--- src/logic/aeu_pkg.sv ---
// constants and types shared by the address error exception unit
package aeu_pkg;
    // bus address width and register offsets
    localparam int ADDR_W = 24;
    localparam logic [11:0] REG_CTRL = 12'h000;
    localparam logic [11:0] REG_STATUS = 12'h004;
    localparam logic [11:0] REG_ERR_ADDR = 12'h008;
    localparam logic [11:0] REG_CAUSE = 12'h00C;
    localparam logic [11:0] REG_SRC_CNT = 12'h010;
    // control register fields and reset value
    localparam int CTRL_SINGLE_BIT = 0;
    localparam int CTRL_MODE2_BIT = 1;
    localparam logic [1:0] CTRL_RESET = 2'h0;
    // cause register bit positions
    localparam int CAUSE_FETCH = 0;
    localparam int CAUSE_STACK = 1;
    localparam int CAUSE_CPU_DATA = 2;
    localparam int CAUSE_DMA_DATA = 3;
    localparam int CAUSE_DMA_SINGLE = 4;
    localparam int CAUSE_W = 5;
    // address map defaults
    localparam logic [23:0] EXT_LO = 24'h100000;
    localparam logic [23:0] EXT_HI = 24'hFEFFFF;
    localparam logic [23:0] RSV_LO = 24'hFF0000;
    localparam logic [23:0] RSV_HI = 24'hFFBFFF;
    localparam logic [23:0] WIN_LO = 24'hFF8000;
    localparam logic [23:0] WIN_HI = 24'hFF8FFF;
    localparam logic [23:0] PERIPH_LO = 24'hFFC000;
    localparam logic [23:0] PERIPH_HI = 24'hFFFFFF;
    // bus cycle kinds reported by the core
    localparam logic [1:0] CYC_FETCH = 2'h0;
    localparam logic [1:0] CYC_STACK = 2'h1;
    localparam logic [1:0] CYC_DATA = 2'h2;
    // status bit positions
    localparam int CCR_I_BIT = 7;
    localparam int EXR_T_BIT = 7;
    localparam int EXR_PRI_LSB = 0;
    localparam logic [2:0] PRI_MASK_ALL = 3'h7;
    // vector offsets and stacking offsets
    localparam logic [23:0] VEC_OFS_CPU = 24'h000030;
    localparam logic [23:0] VEC_OFS_DMA = 24'h000034;
    localparam logic [23:0] STK_PC_OFS = 24'h000004;
    localparam logic [23:0] STK_SR_OFS = 24'h000008;
    localparam logic [3:0] EXC_LEVEL = 4'h8;
    // interrupt source counts
    localparam logic [3:0] SRC_NMI = 4'h1;
    localparam logic [3:0] SRC_IRQ = 4'hF;
    localparam logic [3:0] SRC_SSU = 4'h9;
    localparam logic [3:0] SRC_DMA = 4'h8;
    localparam logic [3:0] SRC_SCI = 4'h8;
    localparam logic [7:0] SRC_TPU_BIG = 8'h34;
    localparam logic [7:0] SRC_TPU_SMALL = 8'h1A;
    // exception sequencer states
    typedef enum logic [1:0] {AEU_IDLE, AEU_PUSH_PC, AEU_PUSH_SR, AEU_VEC_RD} aeu_seq_t;
endpackage

--- src/logic/aeu_core.sv ---
// address error detector and exception sequencer with apb control registers
//
// The placing of the registers and register access over APB are this design's own decisions.
`timescale 1ns/1ps
`default_nettype none

module aeu_core
    import aeu_pkg::*;
#(
    parameter int DMA_CH = 4,
    parameter bit BIG_VARIANT = 1'b1,
    parameter logic [23:0] EXT_BASE = EXT_LO,
    parameter logic [23:0] EXT_LIMIT = EXT_HI,
    parameter logic [23:0] RSV_BASE = RSV_LO,
    parameter logic [23:0] RSV_LIMIT = RSV_HI,
    parameter logic [23:0] PERIPH_BASE = PERIPH_LO,
    parameter logic [23:0] PERIPH_LIMIT = PERIPH_HI
)
(
    // clock and reset
    input wire logic ref_clk_in,
    input wire logic rst_n_in,
    // apb slave
    input wire logic psel_in,
    input wire logic penable_in,
    input wire logic pwrite_in,
    input wire logic [11:0] paddr_in,
    input wire logic [31:0] pwdata_in,
    output logic [31:0] prdata_out,
    output logic pready_out,
    output logic pslverr_out,
    // cpu bus cycle report
    input wire logic cpu_cyc_valid_in,
    input wire logic [1:0] cpu_cyc_kind_in,
    input wire logic [ADDR_W-1:0] cpu_cyc_addr_in,
    input wire logic cpu_insn_done_in,
    // cpu context
    input wire logic [31:0] cpu_pc_in,
    input wire logic [ADDR_W-1:0] cpu_sp_in,
    input wire logic [7:0] cpu_ccr_in,
    input wire logic [7:0] cpu_exr_in,
    input wire logic [ADDR_W-1:0] cpu_vbr_in,
    // dma bus cycle report
    input wire logic dma_cyc_valid_in,
    input wire logic dma_single_in,
    input wire logic [ADDR_W-1:0] dma_cyc_addr_in,
    // exception memory port
    output logic mem_req_out,
    output logic mem_we_out,
    output logic [ADDR_W-1:0] mem_addr_out,
    output logic [31:0] mem_wdata_out,
    input wire logic mem_ack_in,
    input wire logic [31:0] mem_rdata_in,
    // cpu state updates
    output logic exc_busy_out,
    output logic [3:0] exc_level_out,
    output logic [7:0] ccr_out,
    output logic [7:0] exr_out,
    output logic flags_load_out,
    output logic [31:0] pc_out,
    output logic pc_load_out,
    // dma controller halt
    output logic dma_fault_set_out,
    output logic [DMA_CH-1:0] dma_te_clear_out
);

    ////////////////////////////////////////////////////////////////////////////////
    // state

    typedef struct packed {
        aeu_seq_t state;
        logic pend;
        logic pend_dma;
        logic [ADDR_W-1:0] err_addr;
        logic [1:0] ctrl;
        logic [CAUSE_W-1:0] cause;
        logic [31:0] sv_pc;
        logic [ADDR_W-1:0] sv_sp;
        logic [7:0] sv_ccr;
        logic [7:0] sv_exr;
        logic cur_dma;
        logic [31:0] prdata;
        logic pready;
        logic pslverr;
        logic mem_req;
        logic mem_we;
        logic [ADDR_W-1:0] mem_addr;
        logic [31:0] mem_wdata;
        logic busy;
        logic [3:0] level;
        logic [7:0] condition_code_reg;
        logic [7:0] extended_control_reg;
        logic flags_load;
        logic [31:0] pc;
        logic pc_load;
        logic fault_set;
        logic [DMA_CH-1:0] te_clear;
    } aeu_state_t;

    aeu_state_t q;
    aeu_state_t d;

    function automatic logic in_rng(input logic [ADDR_W-1:0] a, input logic [ADDR_W-1:0] lo,
                                    input logic [ADDR_W-1:0] hi);
        in_rng = (a >= lo) && (a <= hi);
    endfunction

    ////////////////////////////////////////////////////////////////////////////////
    // detection

    logic single_chip;
    logic c_ext;
    logic c_rsv;
    logic c_periph;
    logic d_ext;
    logic d_rsv;
    logic fetch_err;
    logic stack_err;
    logic cdata_err;
    logic ddata_err;
    logic dsingle_err;
    logic cpu_err;
    logic dma_err;
    logic any_err;
    logic take_err;

    assign single_chip = q.ctrl[CTRL_SINGLE_BIT];
    assign c_ext = in_rng(cpu_cyc_addr_in, EXT_BASE, EXT_LIMIT);
    assign d_ext = in_rng(dma_cyc_addr_in, EXT_BASE, EXT_LIMIT);
    assign c_periph = in_rng(cpu_cyc_addr_in, PERIPH_BASE, PERIPH_LIMIT);
    // the window inside the reserved range is carved out
    assign c_rsv = in_rng(cpu_cyc_addr_in, RSV_BASE, RSV_LIMIT)
        && !in_rng(cpu_cyc_addr_in, WIN_LO, WIN_HI);
    assign d_rsv = in_rng(dma_cyc_addr_in, RSV_BASE, RSV_LIMIT)
        && !in_rng(dma_cyc_addr_in, WIN_LO, WIN_HI);

    assign fetch_err = cpu_cyc_valid_in && (cpu_cyc_kind_in == CYC_FETCH)
        && (cpu_cyc_addr_in[0]
        || c_periph
        || (single_chip && c_ext)
        || c_rsv);
    assign stack_err = cpu_cyc_valid_in && (cpu_cyc_kind_in == CYC_STACK)
        && cpu_cyc_addr_in[0];
    // odd word data is legal, so address bit 0 is not looked at here
    assign cdata_err = cpu_cyc_valid_in && (cpu_cyc_kind_in == CYC_DATA)
        && ((single_chip && c_ext) || c_rsv);
    assign ddata_err = dma_cyc_valid_in && !dma_single_in
        && ((single_chip && d_ext) || d_rsv);
    assign dsingle_err = dma_cyc_valid_in && dma_single_in && !d_ext;
    assign cpu_err = fetch_err || stack_err || cdata_err;
    assign dma_err = ddata_err || dsingle_err;
    assign any_err = cpu_err || dma_err;
    // nothing is taken while the sequence runs, which stops stacking loops
    assign take_err = any_err && (q.state == AEU_IDLE) && !q.pend;

    ////////////////////////////////////////////////////////////////////////////////
    // next state

    logic apb_wr;
    logic [CAUSE_W-1:0] cause_set;
    logic [CAUSE_W-1:0] cause_clr;

    assign apb_wr = psel_in && penable_in && q.pready && pwrite_in;
    assign cause_set = {dsingle_err, ddata_err, cdata_err, stack_err, fetch_err};
    assign cause_clr = (apb_wr && (paddr_in == REG_CAUSE)) ? pwdata_in[CAUSE_W-1:0]
        : {CAUSE_W{1'b0}};

    always_comb
    begin
        d = q;
        d.flags_load = 1'b0;
        d.pc_load = 1'b0;
        d.fault_set = 1'b0;
        d.te_clear = '0;
        d.pready = 1'b0;
        d.pslverr = 1'b0;
        d.prdata = 32'h00000000;
        // apb setup phase prepares the answer shown in the access phase
        if (psel_in && !penable_in)
        begin
            d.pready = 1'b1;
            if (paddr_in == REG_CTRL)
            begin
                d.prdata = {30'h00000000, q.ctrl};
            end
            else if (paddr_in == REG_STATUS)
            begin
                d.prdata = {24'h000000, q.level, q.state, q.pend_dma, q.pend};
            end
            else if (paddr_in == REG_ERR_ADDR)
            begin
                d.prdata = {8'h00, q.err_addr};
            end
            else if (paddr_in == REG_CAUSE)
            begin
                d.prdata = {27'h0000000, q.cause};
            end
            else if (paddr_in == REG_SRC_CNT)
            begin
                d.prdata = {4'h0, BIG_VARIANT ? SRC_TPU_BIG : SRC_TPU_SMALL, SRC_SCI,
                    SRC_DMA, SRC_SSU, SRC_IRQ, SRC_NMI};
            end
            else
            begin
                d.pslverr = 1'b1;
            end
        end
        if (apb_wr && (paddr_in == REG_CTRL))
        begin
            d.ctrl = pwdata_in[1:0];
        end
        // a new cause beats a clear in the same cycle
        d.cause = (q.cause & ~cause_clr) | cause_set;
        // sequencer
        case (q.state)
            AEU_IDLE:
            begin
                // held until the core reports the instruction boundary
                if (q.pend && cpu_insn_done_in)
                begin
                    d.pend = 1'b0;
                    d.cur_dma = q.pend_dma;
                    d.sv_pc = cpu_pc_in;
                    d.sv_sp = cpu_sp_in;
                    d.sv_ccr = cpu_ccr_in;
                    d.sv_exr = cpu_exr_in;
                    d.busy = 1'b1;
                    d.level = EXC_LEVEL;
                    // an odd pointer is used as is; the stacked words are then undefined
                    d.mem_req = 1'b1;
                    d.mem_we = 1'b1;
                    d.mem_addr = cpu_sp_in - STK_PC_OFS;
                    d.mem_wdata = cpu_pc_in;
                    d.state = AEU_PUSH_PC;
                end
            end
            AEU_PUSH_PC:
            begin
                if (mem_ack_in)
                begin
                    d.mem_addr = q.sv_sp - STK_SR_OFS;
                    d.mem_wdata = {16'h0000, q.sv_ccr, q.sv_exr};
                    d.state = AEU_PUSH_SR;
                end
            end
            AEU_PUSH_SR:
            begin
                if (mem_ack_in)
                begin
                    d.condition_code_reg = q.sv_ccr;
                    d.extended_control_reg = q.sv_exr;
                    d.condition_code_reg[CCR_I_BIT] = 1'b1;
                    if (q.ctrl[CTRL_MODE2_BIT])
                    begin
                        d.extended_control_reg[EXR_T_BIT] = 1'b0;
                        d.extended_control_reg[EXR_PRI_LSB +: 3] = PRI_MASK_ALL;
                    end
                    d.flags_load = 1'b1;
                    d.mem_we = 1'b0;
                    // the cpu entry ignores the base register, the dma entry adds it
                    d.mem_addr = q.cur_dma ? (cpu_vbr_in + VEC_OFS_DMA)
                        : VEC_OFS_CPU;
                    d.mem_wdata = 32'h00000000;
                    d.state = AEU_VEC_RD;
                end
            end
            AEU_VEC_RD:
            begin
                if (mem_ack_in)
                begin
                    d.mem_req = 1'b0;
                    d.pc = mem_rdata_in;
                    d.pc_load = 1'b1;
                    d.busy = 1'b0;
                    d.level = 4'h0;
                    d.state = AEU_IDLE;
                end
            end
            default:
            begin
                d.state = AEU_IDLE;
            end
        endcase
        // first error wins; cpu beats dma in the same cycle
        if (take_err)
        begin
            d.pend = 1'b1;
            d.pend_dma = !cpu_err;
            d.err_addr = cpu_err ? cpu_cyc_addr_in : dma_cyc_addr_in;
            d.fault_set = 1'b1;
            d.te_clear = {DMA_CH{1'b1}};
        end
    end

    ////////////////////////////////////////////////////////////////////////////////
    // registers

    always_ff @(posedge ref_clk_in or negedge rst_n_in)
    begin
        if (!rst_n_in)
        begin
            q <= '0;
            q.state <= AEU_IDLE;
            q.ctrl <= CTRL_RESET;
        end
        else
        begin
            q <= d;
        end
    end

    assign prdata_out = q.prdata;
    assign pready_out = q.pready;
    assign pslverr_out = q.pslverr;
    assign mem_req_out = q.mem_req;
    assign mem_we_out = q.mem_we;
    assign mem_addr_out = q.mem_addr;
    assign mem_wdata_out = q.mem_wdata;
    assign exc_busy_out = q.busy;
    assign exc_level_out = q.level;
    assign ccr_out = q.condition_code_reg;
    assign exr_out = q.extended_control_reg;
    assign flags_load_out = q.flags_load;
    assign pc_out = q.pc;
    assign pc_load_out = q.pc_load;
    assign dma_fault_set_out = q.fault_set;
    assign dma_te_clear_out = q.te_clear;

    ////////////////////////////////////////////////////////////////////////////////
    // checks

    a_odd_fetch_pend: assert property (@(posedge ref_clk_in) disable iff (!rst_n_in)
        (cpu_cyc_valid_in && cpu_cyc_kind_in == CYC_FETCH && cpu_cyc_addr_in[0]
        && q.state == AEU_IDLE && !q.pend) |=> (q.pend && !q.pend_dma))
        else $error("odd fetch did not leave a cpu error pending");

    a_odd_stack_pend: assert property (@(posedge ref_clk_in) disable iff (!rst_n_in)
        (cpu_cyc_valid_in && cpu_cyc_kind_in == CYC_STACK && cpu_cyc_addr_in[0]
        && q.state == AEU_IDLE && !q.pend) |=> q.pend)
        else $error("odd stack access not flagged");

    a_window_is_free: assert property (@(posedge ref_clk_in) disable iff (!rst_n_in)
        (dma_cyc_valid_in && !dma_single_in && in_rng(dma_cyc_addr_in, WIN_LO, WIN_HI)
        && !(single_chip && d_ext)) |-> !dma_err)
        else $error("window access flagged as error");

    a_odd_word_ok: assert property (@(posedge ref_clk_in) disable iff (!rst_n_in)
        (cpu_cyc_valid_in && cpu_cyc_kind_in == CYC_DATA && !c_rsv && !c_ext) |-> !cpu_err)
        else $error("plain data access flagged as error");

    a_busy_no_take: assert property (@(posedge ref_clk_in) disable iff (!rst_n_in)
        (q.state != AEU_IDLE) |=> !$rose(q.pend))
        else $error("error taken during exception entry");

    a_entry_boundary: assert property (@(posedge ref_clk_in) disable iff (!rst_n_in)
        $rose(q.busy) |-> ($past(cpu_insn_done_in) && $past(q.pend)))
        else $error("exception entered off an instruction boundary");

    a_dma_halted: assert property (@(posedge ref_clk_in) disable iff (!rst_n_in)
        take_err |=> (dma_fault_set_out && (&dma_te_clear_out)))
        else $error("dma not halted after address error");

    a_mode2_flags: assert property (@(posedge ref_clk_in) disable iff (!rst_n_in)
        (flags_load_out && q.ctrl[CTRL_MODE2_BIT]) |-> (ccr_out[CCR_I_BIT]
        && !exr_out[EXR_T_BIT] && exr_out[EXR_PRI_LSB +: 3] == PRI_MASK_ALL))
        else $error("mode 2 flags wrong after entry");

    a_cpu_vector: assert property (@(posedge ref_clk_in) disable iff (!rst_n_in)
        (q.state == AEU_VEC_RD && !q.cur_dma) |-> (mem_addr_out == VEC_OFS_CPU && !mem_we_out))
        else $error("cpu vector address not the bare offset");

    a_level_eight: assert property (@(posedge ref_clk_in) disable iff (!rst_n_in)
        exc_busy_out |-> (exc_level_out == EXC_LEVEL))
        else $error("exception level is not 8");

    a_push_order: assert property (@(posedge ref_clk_in) disable iff (!rst_n_in)
        (q.state == AEU_PUSH_PC && mem_ack_in) |=> (q.state == AEU_PUSH_SR
        && mem_addr_out == q.sv_sp - STK_SR_OFS && mem_we_out))
        else $error("status not pushed after program counter");

endmodule // aeu_core

`default_nettype wire

--- config.mk ---
export PLATFORM = sky130hd
export DESIGN_NAME = aeu_core
export DESIGN_NICKNAME = d
export VERILOG_FILES = /design/src/logic/aeu_pkg.sv /design/src/logic/aeu_core.sv
export SDC_FILE = /design/constraint.sdc
export NUM_CORES = 1
export LEC_CHECK = 0
export BUFFER_PORTS_ARGS = -buffer_cell sky130_fd_sc_hd__buf_2
export CORE_UTILIZATION = 50
export CTS_CLUSTER_DIAMETER = 100
export CTS_CLUSTER_SIZE = 16
export DETAILED_ROUTE_END_ITERATION = 7
export PLACE_DENSITY = 0.8
export SETUP_SLACK_MARGIN = 0.15
export SKIP_LAST_GASP = 1
export SLEW_MARGIN = 15
export SYNTH_ARGS = -nofsm -noshare
export SYNTH_HDL_FRONTEND = slang
export SYNTH_SLANG_ARGS = --single-unit
--- constraint.sdc ---
create_clock -name ref_clk_in -period 3.1 [get_ports ref_clk_in]
set_input_delay 0.31 -clock ref_clk_in [delete_from_list [all_inputs] [get_ports ref_clk_in]]
set_output_delay 0.31 -clock ref_clk_in [all_outputs]
set_load 0.1 [all_outputs]
After elaboration in Yosys (flattened, before gate mapping). Index checks and enable logic that the tools add are counted.

Memories kept: 0. Bits in latches: 0. ROM bits: 0. Register bits after elaboration: 228. Output and inout port bits: 152. Input port bits: 232. RAM bits: 0.

Multiplexer cells: 37. Magnitude comparators: 14. Bitwise operators: 3. Reductions and logical operators: 62. Multiply operators: 0. Shift-type cells: 0. Equality and inequality tests: 13. Add/sub/neg operators: 3. Div/mod/pow operators: 0.

Operator list (number): <= comparator 24 bit (second input constant) (7); one-hot mux 56 bit (3 select lines) (1); 2-to-1 mux 26 bit (6); greater-or-equal comparator 24 bit (second input constant) (5); 2-to-1 mux 63 bit (1); 2-to-1 mux 57 bit (1); 2-to-1 mux 56 bit (1); greater-or-equal comparator 24 x 21 -> 1 bit (second input constant) (2); 2-to-1 mux 24 bit (2); 2-to-1 mux 34 bit (1); logical AND 1 bit (30); adder 24 x 6 -> 24 bit (second input constant) (1); == test 12 x 4 -> 1 bit (second input constant) (2); subtractor 24 x 3 -> 24 bit (second input constant) (1); subtractor 24 x 4 -> 24 bit (second input constant) (1); 2-to-1 mux 5 bit (3); == test 12 x 3 -> 1 bit (second input constant) (1); == test 12 x 5 -> 1 bit (second input constant) (1); zero test 12 bit (1); 2-to-1 mux 1 bit (12); one-hot mux 5 bit (2 select lines) (1); logical OR 1 bit (9); one-hot mux 2 bit (4 select lines) (1); AND reduction 2 bit (4); other kinds (16) (37).

Longest topological paths before layout. Gate-level depths: netlist (run 1).

Depth in word-level cells: 13. Mapped depth: 9. Depth with buffers taken out: 7.

Least setup slack after synthesis (run 1). OpenSTA, ideal clock, no wires.

Kind: reg2reg. Start point: register q[258] (netlist bit). End point: register q, in the netlist mem_addr_out[16]. Arrival time: 2.024 ns. Stages on the path, launching flop included: 9. Buffers on the path: 3. Period minus slack after synthesis: 2.106 ns. Slack: 0.994 ns. Path through: dfrtp_1 inv_1 ha_1 clkbuf_1 and2_1 clkbuf_1 dlygate4sd1_1 o21ai_0 a31oi_1.

Cells in the longest elaborated chain, start to end: 3.

Ends and longest elaborated chain: start: declaration (RTL line aeu_core.sv:100) `aeu_state_t q;`; == test 2 x 1 -> 1 bit, or another cell as far along (RTL line aeu_core.sv:215) `case (q.state)`; inequality test 2 bit (no line), or another cell as far along; AND reduction 4 bit (no line).

Parallel ways exist; a longest one is shown, timed or not. A chain may end at the register's enable or synchronous reset.

Worst setup path in the final report (run 1).
Start point: register q[258] (netlist bit). End point: register q, in the netlist mem_addr_out[0].

Same word-level chain as after synthesis.

==> results.sh, run 1 <==
export IMPL_dieArea_mm2=0.02316
export IMPL_grt_ovfl_total=0
export IMPL_core_region_area_mm2=0.02196
export IMPL_routabilityCongestion=0.9402
export IMPL_finalMaxSlewViolations=0
export IMPL_maxCapViolations=0
export IMPL_fin_nets=1537
export IMPL_fillers=1853
export IMPL_min_from="mem_rdata_in[0]"
export IMPL_finalCritPeriodShare_pct=81.89
export IMPL_grt_pass1_wl_um=46060
export IMPL_netlist_area_mm2=0.01128
export IMPL_clock_skew_ns=0.02828
export IMPL_grt_pass1_vias=8612
export IMPL_synth_area_leaders="dfrtp_1 (47%), buf_4 (9.7%), mux2_2 (8.5%)"
export IMPL_hpwl_um=21180
export IMPL_clock_sinks=212
export IMPL_ys_async_sr_fraction_pct=100.0
export IMPL_dieWidth_um=152.2
export IMPL_yosys_warnings=0
export IMPL_crit_path_end_kind="register"
export IMPL_syn_inst=1099
export IMPL_postRouteAntennaNets=0
export IMPL_arrival_ns=2.90
export IMPL_yosys_register_bits=212
export IMPL_status="complete, but fails checks"
export IMPL_tritoncts="done"
export IMPL_hold_class="primary input to register"
export IMPL_crit_fanout=38
export IMPL_max_slew_margin_pct=45.24
export IMPL_post_drt_wl_per_cell_um=18.21
export IMPL_portBuffers=347
export IMPL_hold_end="pc_out[0]"
export IMPL_drive_gt1_share_pct=39.89
export IMPL_grt_max_degree=80
export IMPL_postCtsSetupBuffers=0
export IMPL_grt_total_usage_pct=24.67
export IMPL_synthDominantCellAreaShare_pct=47.05
export IMPL_via_count=8857
export IMPL_finalCriticalPeriod_ns=2.539
export IMPL_root_buffer="clkbuf_16"
export IMPL_yosys_area_top_type="dfrtp_1"
export IMPL_areaGrowthSynthToFinish_pct=13.38
export IMPL_rr_worst_depth=6
export IMPL_cts_path_max_buffers=3
export IMPL_drt_pass1_iterations=7
export IMPL_syn_avg_cell_area_um2=10.26
export IMPL_worst_slew_pin_slew_ns=0.8194
export IMPL_ioPinCount=384
export IMPL_violations="design-rule violations"
export IMPL_crit_required_ns=3.46
export IMPL_clk_latency_ns=0.49
export IMPL_hold_path_depth=2
export IMPL_seq_area_frac_synth_pct=47.05
export IMPL_antenna_found_initial=7
export IMPL_rsz0062_at_grt="no"
export IMPL_synth_edf_count=0
export IMPL_dieHeight_um=152.2
export IMPL_max_freq_mhz=393.9
export IMPL_cts_htree_levels=1
export IMPL_rows=54
export IMPL_routed_wl_um=28820
export IMPL_yosysUniqueCellTypes=76
export IMPL_drc=24
export IMPL_drt_iter0_drc=529
export IMPL_cts_buffers=17
export IMPL_viasPerCell=5.595
export IMPL_clk_pin_slew_ns=0.08
export IMPL_finalSetupViolCount=0
export IMPL_ys_flop_type="dfrtp_1"
export IMPL_start_util_pct=51.35
export IMPL_finalHoldViolations=0
export IMPL_crit_type="register to register"
export IMPL_worst_r2r_setup_slack_ns=0.56
export IMPL_critPathLaunch="q[258]"
export IMPL_critPathLaunchType="register"
export IMPL_setup_tns_final_ns=0
export IMPL_r2r_end="mem_addr_out[0]"
export IMPL_r2r_start="q[258]"
[cell usage after synthesis (all sizes together) (19+ instances only)]
cell type,instances
or3,25
nor3,28
dfrtp,212
o21ai,36
nand3,26
nand2,95
nor2,94
clkbuf,44
o221a,24
mux2,85
a31oi,22
xnor2,21
nor4,20
buf,158
a221oi,19
a21oi,22
[metrics by stage]
stage | cells | area, um2 | worst slack (ns) | utilization (%) | hold slack [ns]
CTS | 1576 | 12770 | 0.5489 | 58.14 | 0.02980
global route | 1583 | 12780 | 0.3708 | 58.22 | 0.03709
floorplan | 1107 | 11310 | 0.9944 | - | 0.01441
global placement | 1555 | 12300 | 0.5321 | 56.00 | 0.3626
finish | 1583 | 12780 | 0.5613 | 58.22 | 0.05132
detailed placement | 1555 | 12300 | 0.5185 | 56.00 | 0.3657
[worst max path at each step]
stage / to / depth (start not counted) / slack (ns)
6_report: mem_addr_out[0] / 6 / 0.56
5_1_grt: mem_addr_out[0] / 6 / 0.37
3_5_place_dp: mem_addr_out[18] / 8 / 0.52
2_1_floorplan: mem_addr_out[16] / 8 / 0.99
4_1_cts: mem_addr_out[0] / 6 / 0.55
3_3_place_gp: mem_addr_out[18] / 8 / 0.53
[layout make-up]
| class | instances | area, um2 | share of cell area [%] |
|---|---|---|---|
| clock buffers | 17 | 425.4 | 3.327 |
| diodes | 7 | 17.52 | 0.1370 |
| multi-input cells | 680 | 4621 | 36.14 |
| repair buffers | 373 | 1996 | 15.61 |
| inverters | 12 | 45.04 | 0.3523 |
| clock inverters | 2 | 25.02 | 0.1957 |
| flip-flops and latches | 212 | 5305 | 41.50 |
| well taps | 280 | 350.3 | 2.740 |
[critical path: stages (launching register included)]
cell,delay [ns]
dfrtp_1,0.42
inv_1,0.15
ha_1,0.32
a21boi_0,0.31
or3_2,0.71
buf_4,0.36
o21ai_0,0.12
[cell families (layout without fill, tap and decap cells)]
family,Yosys count,count (layout),synth area share [%]
other,1,16,0.03326
AO/OA/AOI/OAI,179,179,12.02
multiplexers,88,88,8.866
XOR/XNOR,36,36,2.796
buffers and inverters,215,404,12.34
flip-flops,212,212,47.05
AND/OR/NAND/NOR,359,359,15.90
adder cells (fa/ha/maj),9,9,0.9987
[metal layers]
layer  wire (um)  track usage (%)  vias to the layer above
li1            -                -                     4154
met1       11630            32.17                     4248
met2       14080            41.67                      397
met3        2184            3.953                       58
met4         924            8.844                        0
met5           0                0                        -
[flip-flops by register name, summed over array words and instances (netlist names)]
name	flops
dma_te_clear_out	1
exr_out	8
flags_load_out	1
prdata_out	25
pready_out	1
mem_req_out	1
mem_addr_out	24
mem_wdata_out	32
pslverr_out	1
pc_load_out	1
pc_out	32
mem_we_out	1
ccr_out	8
q	76
[placed cells by master (no fill, tap or decap), drive strengths merged, types with 22 or more instances in the layout]
| master | n |
|---|---|
| nand3 | 26 |
| dfrtp | 212 |
| a31oi | 22 |
| o221a | 24 |
| or3 | 25 |
| nor3 | 28 |
| nor2 | 94 |
| buf | 370 |
| o21ai | 36 |
| a21oi | 22 |
| mux2 | 85 |
| nand2 | 95 |
[timing repair]
item,in CTS,in global routing
endpoints found under the hold margin,71,0
resized for setup,0,0
hold buffers,2,0
Power of run 1 is left out: the tool's default activity adds up to more than one toggle a clock period on the data nets, which glitch-free logic cannot reach.
==> inputs of run 2 (changes only) <==
--- a/config.mk
+++ b/config.mk
@@ -5,12 +5,13 @@
 export SDC_FILE = /design/constraint.sdc
 export NUM_CORES = 1
 export LEC_CHECK = 0
+export ABC_AREA = 1
 export BUFFER_PORTS_ARGS = -buffer_cell sky130_fd_sc_hd__buf_2
-export CORE_UTILIZATION = 50
+export CORE_UTILIZATION = 47
 export CTS_CLUSTER_DIAMETER = 100
 export CTS_CLUSTER_SIZE = 16
 export DETAILED_ROUTE_END_ITERATION = 7
-export PLACE_DENSITY = 0.8
+export PLACE_DENSITY = 0.78
 export SETUP_SLACK_MARGIN = 0.15
 export SKIP_LAST_GASP = 1
 export SLEW_MARGIN = 15
==> constraint.sdc (replaced) <==
create_clock -name ref_clk_in -period 2.22 [get_ports ref_clk_in]
set_input_delay 0.222 -clock ref_clk_in [delete_from_list [all_inputs] [get_ports ref_clk_in]]
set_output_delay 0.222 -clock ref_clk_in [all_outputs]
set_load 0.1 [all_outputs]
==> run 2 against run 1 <==
Worst setup slack got worse by 0.28 ns. The run now ends clean. Critical path depth is 1 higher. Die area is 13% higher. Highest routed layer unchanged. Non-clock buffer count up 82. First-iteration DRC count rose by 100%. Via count rose by 29%. Clock skew shrank 0.014 ns. Core utilization decreased by 0.83 points. Count of clock-buffer cells in the layout is 1 higher. Sequential share of layout area is 4.7 points lower. Design area up 13%. Wire length increased by 21%.
==> results.sh, run 2 <==
export IMPL_arrival_ns=2.34
export IMPL_ir_worst_vdd_v=0.001315
export IMPL_clk_latency_ns=0.49
export IMPL_drt_iter0_drc=1074
export IMPL_cts_path_max_buffers=3
export IMPL_power_leakage_nw=7.765
export IMPL_synthMuxAreaShare_pct=0.8439
export IMPL_crit_type="register to register"
export IMPL_hpwl_um=25280
export IMPL_via_count=11385
export IMPL_ioPinCount=384
export IMPL_place_inst=2116
export IMPL_clock_sinks=212
export IMPL_largest_reg_flops=76
export IMPL_fin_nets=2120
export IMPL_postCtsSetupBuffers=0
export IMPL_crit_path_end_kind="register"
export IMPL_grt_total_usage_pct=25.97
export IMPL_max_freq_mhz=515.9
export IMPL_p_per_area_mw_per_mm2=1569
export IMPL_max_slew_margin_pct=63.84
export IMPL_cts_htree_levels=1
export IMPL_drt_pass1_iterations=5
export IMPL_yosys_register_bits=212
export IMPL_grt_ovfl_total=0
export IMPL_status="complete, no violations"
export IMPL_finalMaxSlewViolations=0
export IMPL_dieWidth_um=161.8
export IMPL_yosys_area_top_type="dfrtp_1"
export IMPL_setup_tns_final_ns=0
export IMPL_critPathLaunchType="register"
export IMPL_rsz0062_at_grt="no"
export IMPL_routed_wl_um=34800
export IMPL_post_synth_top_count_cell="nand2_1"
export IMPL_ys_flop_type="dfrtp_1"
export IMPL_drc=0
export IMPL_grt_max_degree=59
export IMPL_routabilityCongestion=0.9071
export IMPL_seq_area_frac_synth_pct=44.18
export IMPL_synth_common_cells="nand2_1 (488), dfrtp_1 (212), nor2_1 (177), buf_4 (146), inv_1 (116)"
export IMPL_regMostFlops="q"
export IMPL_clk_pin_slew_ns=0.07
export IMPL_drive_gt1_share_pct=23.56
export IMPL_maxCapViolations=0
export IMPL_synth_edf_count=0
export IMPL_cts_buffers=17
export IMPL_synthAdderAreaFrac_pct=0.9377
export IMPL_synth_top_family_by_area="simple AND/OR/NAND/NOR gates"
export IMPL_grt_pass1_vias=10825
export IMPL_most_common_layout_cells="nand2_1 (488), buf_2 (346), dfrtp_1 (212)"
export IMPL_syn_inst=1598
export IMPL_core_region_area_mm2=0.02511
export IMPL_ys_async_sr_fraction_pct=100.0
export IMPL_finalSetupViolCount=0
export IMPL_synth_compound_area_share_pct=8.085
export IMPL_root_buffer="clkbuf_16"
export IMPL_synthDominantCellAreaShare_pct=44.18
export IMPL_dieArea_mm2=0.02619
export IMPL_syn_avg_cell_area_um2=7.515
export IMPL_dieHeight_um=161.8
export IMPL_tritoncts="done"
export IMPL_areaGrowthSynthToFinish_pct=19.99
export IMPL_finalCriticalPeriod_ns=1.938
export IMPL_clock_skew_ns=0.01422
export IMPL_portBuffers=347
export IMPL_synth_area_leaders="dfrtp_1 (44%), nand2_1 (15%), buf_4 (9.1%)"
export IMPL_yosys_warnings=0
export IMPL_post_drt_wl_per_cell_um=15.73
export IMPL_viasPerCell=5.147
export IMPL_finalCritPeriodShare_pct=87.32
export IMPL_final_common_cell="nand2_1"
export IMPL_grt_pass1_wl_um=54530
export IMPL_crit_required_ns=2.62
export IMPL_start_util_pct=47.83
export IMPL_fin_cells=2212
export IMPL_netlist_area_mm2=0.01201
export IMPL_rows=58
export IMPL_finalHoldViolations=0
export IMPL_synthXorXnorAreaFrac_pct=0.6564
export IMPL_synth_simple_area_share_pct=30.34
export IMPL_postRouteAntennaNets=0
export IMPL_worst_slew_pin_slew_ns=0.5413
export IMPL_crit_fanout=46
export IMPL_hold_class="primary input to register"
export IMPL_antenna_found_initial=2
export IMPL_yosysUniqueCellTypes=47
## run 2: per-stage QoR
stage | util (%) | power [W] | instance area, um2 | hold WS [ns] | setup WS (ns)
2_1_floorplan | - | 0.01813 | 12040 | -0.07359 | 0.2368
3_3_place_gp | 52.49 | 0.01935 | 13180 | 0.1896 | 0.3227
3_5_place_dp | 52.49 | 0.01960 | 13180 | 0.1914 | 0.2057
4_1_cts | 57.27 | 0.02258 | 14380 | 0.0008070 | 0.2510
5_1_grt | 57.38 | 0.02384 | 14410 | 0.01232 | 0.1490
6_report | 57.39 | 0.02261 | 14410 | 0.01551 | 0.2816
## run 2: logic make-up after synthesis
logic type / count (synthesis)
buffers and inverters: 321
flip-flops: 212
adder cells (fa/ha/maj): 9
multiplexers: 9
other: 1
XOR/XNOR: 9
AO/OA/AOI/OAI: 174
AND/OR/NAND/NOR: 863
## run 2: final cells by class
| class | count | area (um2) |
|---|---|---|
| diodes | 2 | 5.005 |
| clock inverters | 2 | 20.02 |
| multi-input cells | 1073 | 4959 |
| repair buffers | 455 | 2809 |
| clock buffers | 18 | 439.2 |
| inverters | 120 | 460.4 |
| well taps | 330 | 412.9 |
| flip-flops and latches | 212 | 5305 |
| fillers | 2330 | 10700 |
## run 2: final timing paths
kind	cells past startpoint	endpoint	from	slack (ns)
setup / recovery	7	mem_wdata_out[26]	q[259]	0.28
min in group asynchronous	2	mem_addr_out[18]	rst_n_in	0.27
hold reg to reg	2	pc_out[5]	pc_out[5]	0.48
setup reg to reg	7	mem_wdata_out[26]	q[259]	0.28
hold / removal	3	mem_wdata_out[23]	cpu_pc_in[23]	0.02
max in group asynchronous	3	pc_out[11]	rst_n_in	1.25
## run 2: timing repair
| item | CTS | global route |
|---|---|---|
| endpoints found under the hold margin | 127 | 0 |
| hold buffers | 74 | 0 |
| resized for setup | 0 | 7 |
| setup endpoints to repair | 0 | 43 |
## run 2: routing by layer
| metal | wire length [um] | track usage (%) | share of wire [%] | vias up |
|---|---|---|---|---|
| li1 | - | - | - | 5519 |
| met1 | 14080 | 32.33 | 40 | 5273 |
| met2 | 16970 | 45.12 | 49 | 519 |
| met3 | 2688 | 4.597 | 7.7 | 74 |
| met4 | 1068 | 9.220 | 3.1 | 0 |
| met5 | 0 | 0 | 0 | - |
## run 2: critical path, stage by stage, from the launching register on
cell and delay [ns]:
dfrtp_1 0.40, inv_1 0.10, ha_1 0.36, a21oi_1 0.14, nand2_1 0.18, buf_4 0.40
nand2_1 0.13, o21ai_0 0.12
## run 2: power by group
part           internal, W  switching (W)  leakage [nW]
Clock              0.00142        0.00138         0.227
Combinational      0.00270         0.0109          4.88
Sequential         0.00532       0.000930          2.66
Note: power is estimated with default switching activity, not from simulation.
==> inputs of run 3 (changes only) <==
--- a/config.mk
+++ b/config.mk
@@ -7,11 +7,11 @@
 export LEC_CHECK = 0
 export ABC_AREA = 1
 export BUFFER_PORTS_ARGS = -buffer_cell sky130_fd_sc_hd__buf_2
-export CORE_UTILIZATION = 47
+export CORE_UTILIZATION = 50
 export CTS_CLUSTER_DIAMETER = 100
 export CTS_CLUSTER_SIZE = 16
 export DETAILED_ROUTE_END_ITERATION = 7
-export PLACE_DENSITY = 0.78
+export PLACE_DENSITY = 0.79
 export SETUP_SLACK_MARGIN = 0.15
 export SKIP_LAST_GASP = 1
 export SLEW_MARGIN = 15
==> constraint.sdc (replaced) <==
create_clock -name ref_clk_in -period 2.2 [get_ports ref_clk_in]
set_input_delay 0.22 -clock ref_clk_in [delete_from_list [all_inputs] [get_ports ref_clk_in]]
set_output_delay 0.22 -clock ref_clk_in [all_outputs]
set_load 0.1 [all_outputs]
==> run 3 against run 2 <==
Worst setup slack worse by 0.030 ns. Design area down 0.21%. Sequential share of layout area up 0.077 points. Highest routed layer unchanged. Total power up 0.85%. Core utilization up 3.7 points. Worst hold slack better by 0.0047 ns. Register-to-register slack worse by 0.03 ns. Fmax down 0.51%. Combinational power about the same.
==> results.sh, run 3 (synthesis gave the netlist of run 2 again) <==
export IMPL_status="complete, no violations"
export IMPL_areaGrowthSynthToFinish_pct=19.74
export IMPL_maxCapViolations=0
export IMPL_cts_path_max_buffers=3
export IMPL_final_common_cell="nand2_1"
export IMPL_max_slew_margin_pct=63.41
export IMPL_cts_buffers=17
export IMPL_grt_max_degree=59
export IMPL_dieArea_mm2=0.02464
export IMPL_viasPerCell=5.186
export IMPL_hpwl_um=24980
export IMPL_grt_total_usage_pct=27.25
export IMPL_drc=0
export IMPL_clk_latency_ns=0.49
export IMPL_postRouteAntennaNets=0
export IMPL_arrival_ns=2.31
export IMPL_dieWidth_um=157.0
export IMPL_crit_path_end_kind="register"
export IMPL_drive_gt1_share_pct=23.60
export IMPL_holdWs_ns=0.02019
export IMPL_root_buffer="clkbuf_16"
export IMPL_finalSetupViolCount=0
export IMPL_antenna_found_initial=3
export IMPL_clk_pin_slew_ns=0.07
export IMPL_rows=56
export IMPL_ir_worst_vdd_v=0.001223
export IMPL_hold_class="primary input to register"
export IMPL_finalCriticalPeriod_ns=1.948
export IMPL_finalHoldViolations=0
export IMPL_crit_chain="inv_1 -> ha_1 -> nand2_1 -> nand2_1 -> a21oi_1 -> nand2_1 -> buf_4 -> a31oi_1 -> a31oi_1"
export IMPL_grt_pass1_wl_um=52920
export IMPL_post_drt_wl_per_cell_um=15.47
export IMPL_regMostFlops="q"
export IMPL_drt_iter0_drc=895
export IMPL_clock_sinks=212
export IMPL_ioPinCount=384
export IMPL_crit_top_cell="nand2_1"
export IMPL_routed_wl_um=34090
export IMPL_clock_skew_ns=0.01405
export IMPL_finalCritPeriodShare_pct=88.57
export IMPL_fillers=2081
export IMPL_grt_pass1_vias=10655
export IMPL_critPathLaunchType="register"
export IMPL_tritoncts="done"
export IMPL_most_common_layout_cells="nand2_1 (488), buf_2 (346), dfrtp_1 (212)"
export IMPL_met1_length_um=14150
export IMPL_power_leakage_nw=7.765
export IMPL_start_util_pct=51.01
export IMPL_fin_total_pwr_w=0.02280
export IMPL_drt_pass1_iterations=5
export IMPL_crit_type="register to register"
export IMPL_max_freq_mhz=513.2
export IMPL_routabilityCongestion=0.9015
export IMPL_largest_reg_flops=76
export IMPL_wl_met3_um=2649
export IMPL_fin_nets=2121
export IMPL_p_per_area_mw_per_mm2=1586
export IMPL_portBuffers=347
export IMPL_via_count=11430
export IMPL_final_util_pct=61.08
export IMPL_cpMaxStageDelayCell="dfrtp_1"
export IMPL_crit_fanout=46
export IMPL_core_region_area_mm2=0.02354
export IMPL_cts_htree_levels=1
export IMPL_finalMaxSlewViolations=0
export IMPL_crit_required_ns=2.56
export IMPL_rsz0062_at_grt="yes"
export IMPL_slowest_delay_ns=0.39
export IMPL_dr_wl_met2_um=16550
export IMPL_worst_slew_pin_slew_ns=0.5477
export IMPL_setup_tns_final_ns=0
export IMPL_grt_ovfl_total=0
export IMPL_dieHeight_um=157.0
export IMPL_top_layer="met4"
[run 3: cell count changes in the layout (fill, tap and decap cells not counted), sizes merged]
cell,before,now
clkinvlp,2,1
buf,381,384
dlygate4sd3,74,72
clkinv,0,2
diode,2,4
inv,120,119
[run 3: critical path: cells and delay by family, from the launching register on]
family                   cells  cell delay (ns)
AO/OA/AOI/OAI                3             0.53
adder cells (fa/ha/maj)      1             0.21
buffers and inverters        2             0.39
flip-flops                   1             0.39
AND/OR/NAND/NOR              3             0.30
[run 3: path summary, 6_finish.rpt]
check                      cells after the start  slack [ns]           endpoint     startpoint
min                                            3        0.02  mem_wdata_out[17]  cpu_pc_in[17]
min in group asynchronous                      2        0.24   mem_addr_out[18]       rst_n_in
min reg2reg                                    2        0.48          pc_out[5]      pc_out[5]
max                                            9        0.25    mem_addr_out[8]         q[259]
max reg2reg                                    9        0.25    mem_addr_out[8]         q[259]
max in group asynchronous                      3        1.26  mem_wdata_out[29]       rst_n_in
[run 3: cell type report]
| type | instances | area [um2] | area share [%] |
|---|---|---|---|
| Tap cell | 319 | 399.1 | 2.776 |
| Timing Repair Buffer | 456 | 2795 | 19.44 |
| Clock buffer | 18 | 429.2 | 2.984 |
| Clock inverter | 2 | 25.02 | 0.1740 |
| Antenna cell | 4 | 10.01 | 0.06961 |
| Inverter | 120 | 456.7 | 3.176 |
| Multi-Input combinational cell | 1073 | 4960 | 34.49 |
| Sequential cell | 212 | 5305 | 36.89 |
[run 3: timing repair]
item                       4_1_cts  5_1_grt
hold buffers                    72        0
hold endpoints to repair       119        0
setup endpoints to repair        0       42
setup buffers                    0        0
resized for setup                0        5
[run 3: metal layers]
layer  up-vias  global-route usage [%]
li1       5538                       -
met1      5310                   34.11
met2       522                   47.81
met3        60                   5.286
met4         0                   7.423
met5         -                       0
[run 3: where the power goes]
group / internal (W) / leakage, nW / switching [W] / total (W)
Combinational: 0.00277 / 4.88 / 0.0110 / 0.0137
Sequential: 0.00537 / 2.66 / 0.000929 / 0.00629
Clock: 0.00140 / 0.222 / 0.00138 / 0.00278
Total: 0.00954 / 7.77 / 0.0133 / 0.0228
[run 3: through the flow]
stage | instances | worst slack [ns] | cell area, um2
floorplan | 1606 | 0.2168 | 12040
global placement | 2108 | 0.2863 | 13180
detailed placement | 2108 | 0.1886 | 13180
CTS | 2200 | 0.1684 | 14350
global route | 2202 | 0.1010 | 14380
finish | 2204 | 0.2516 | 14380
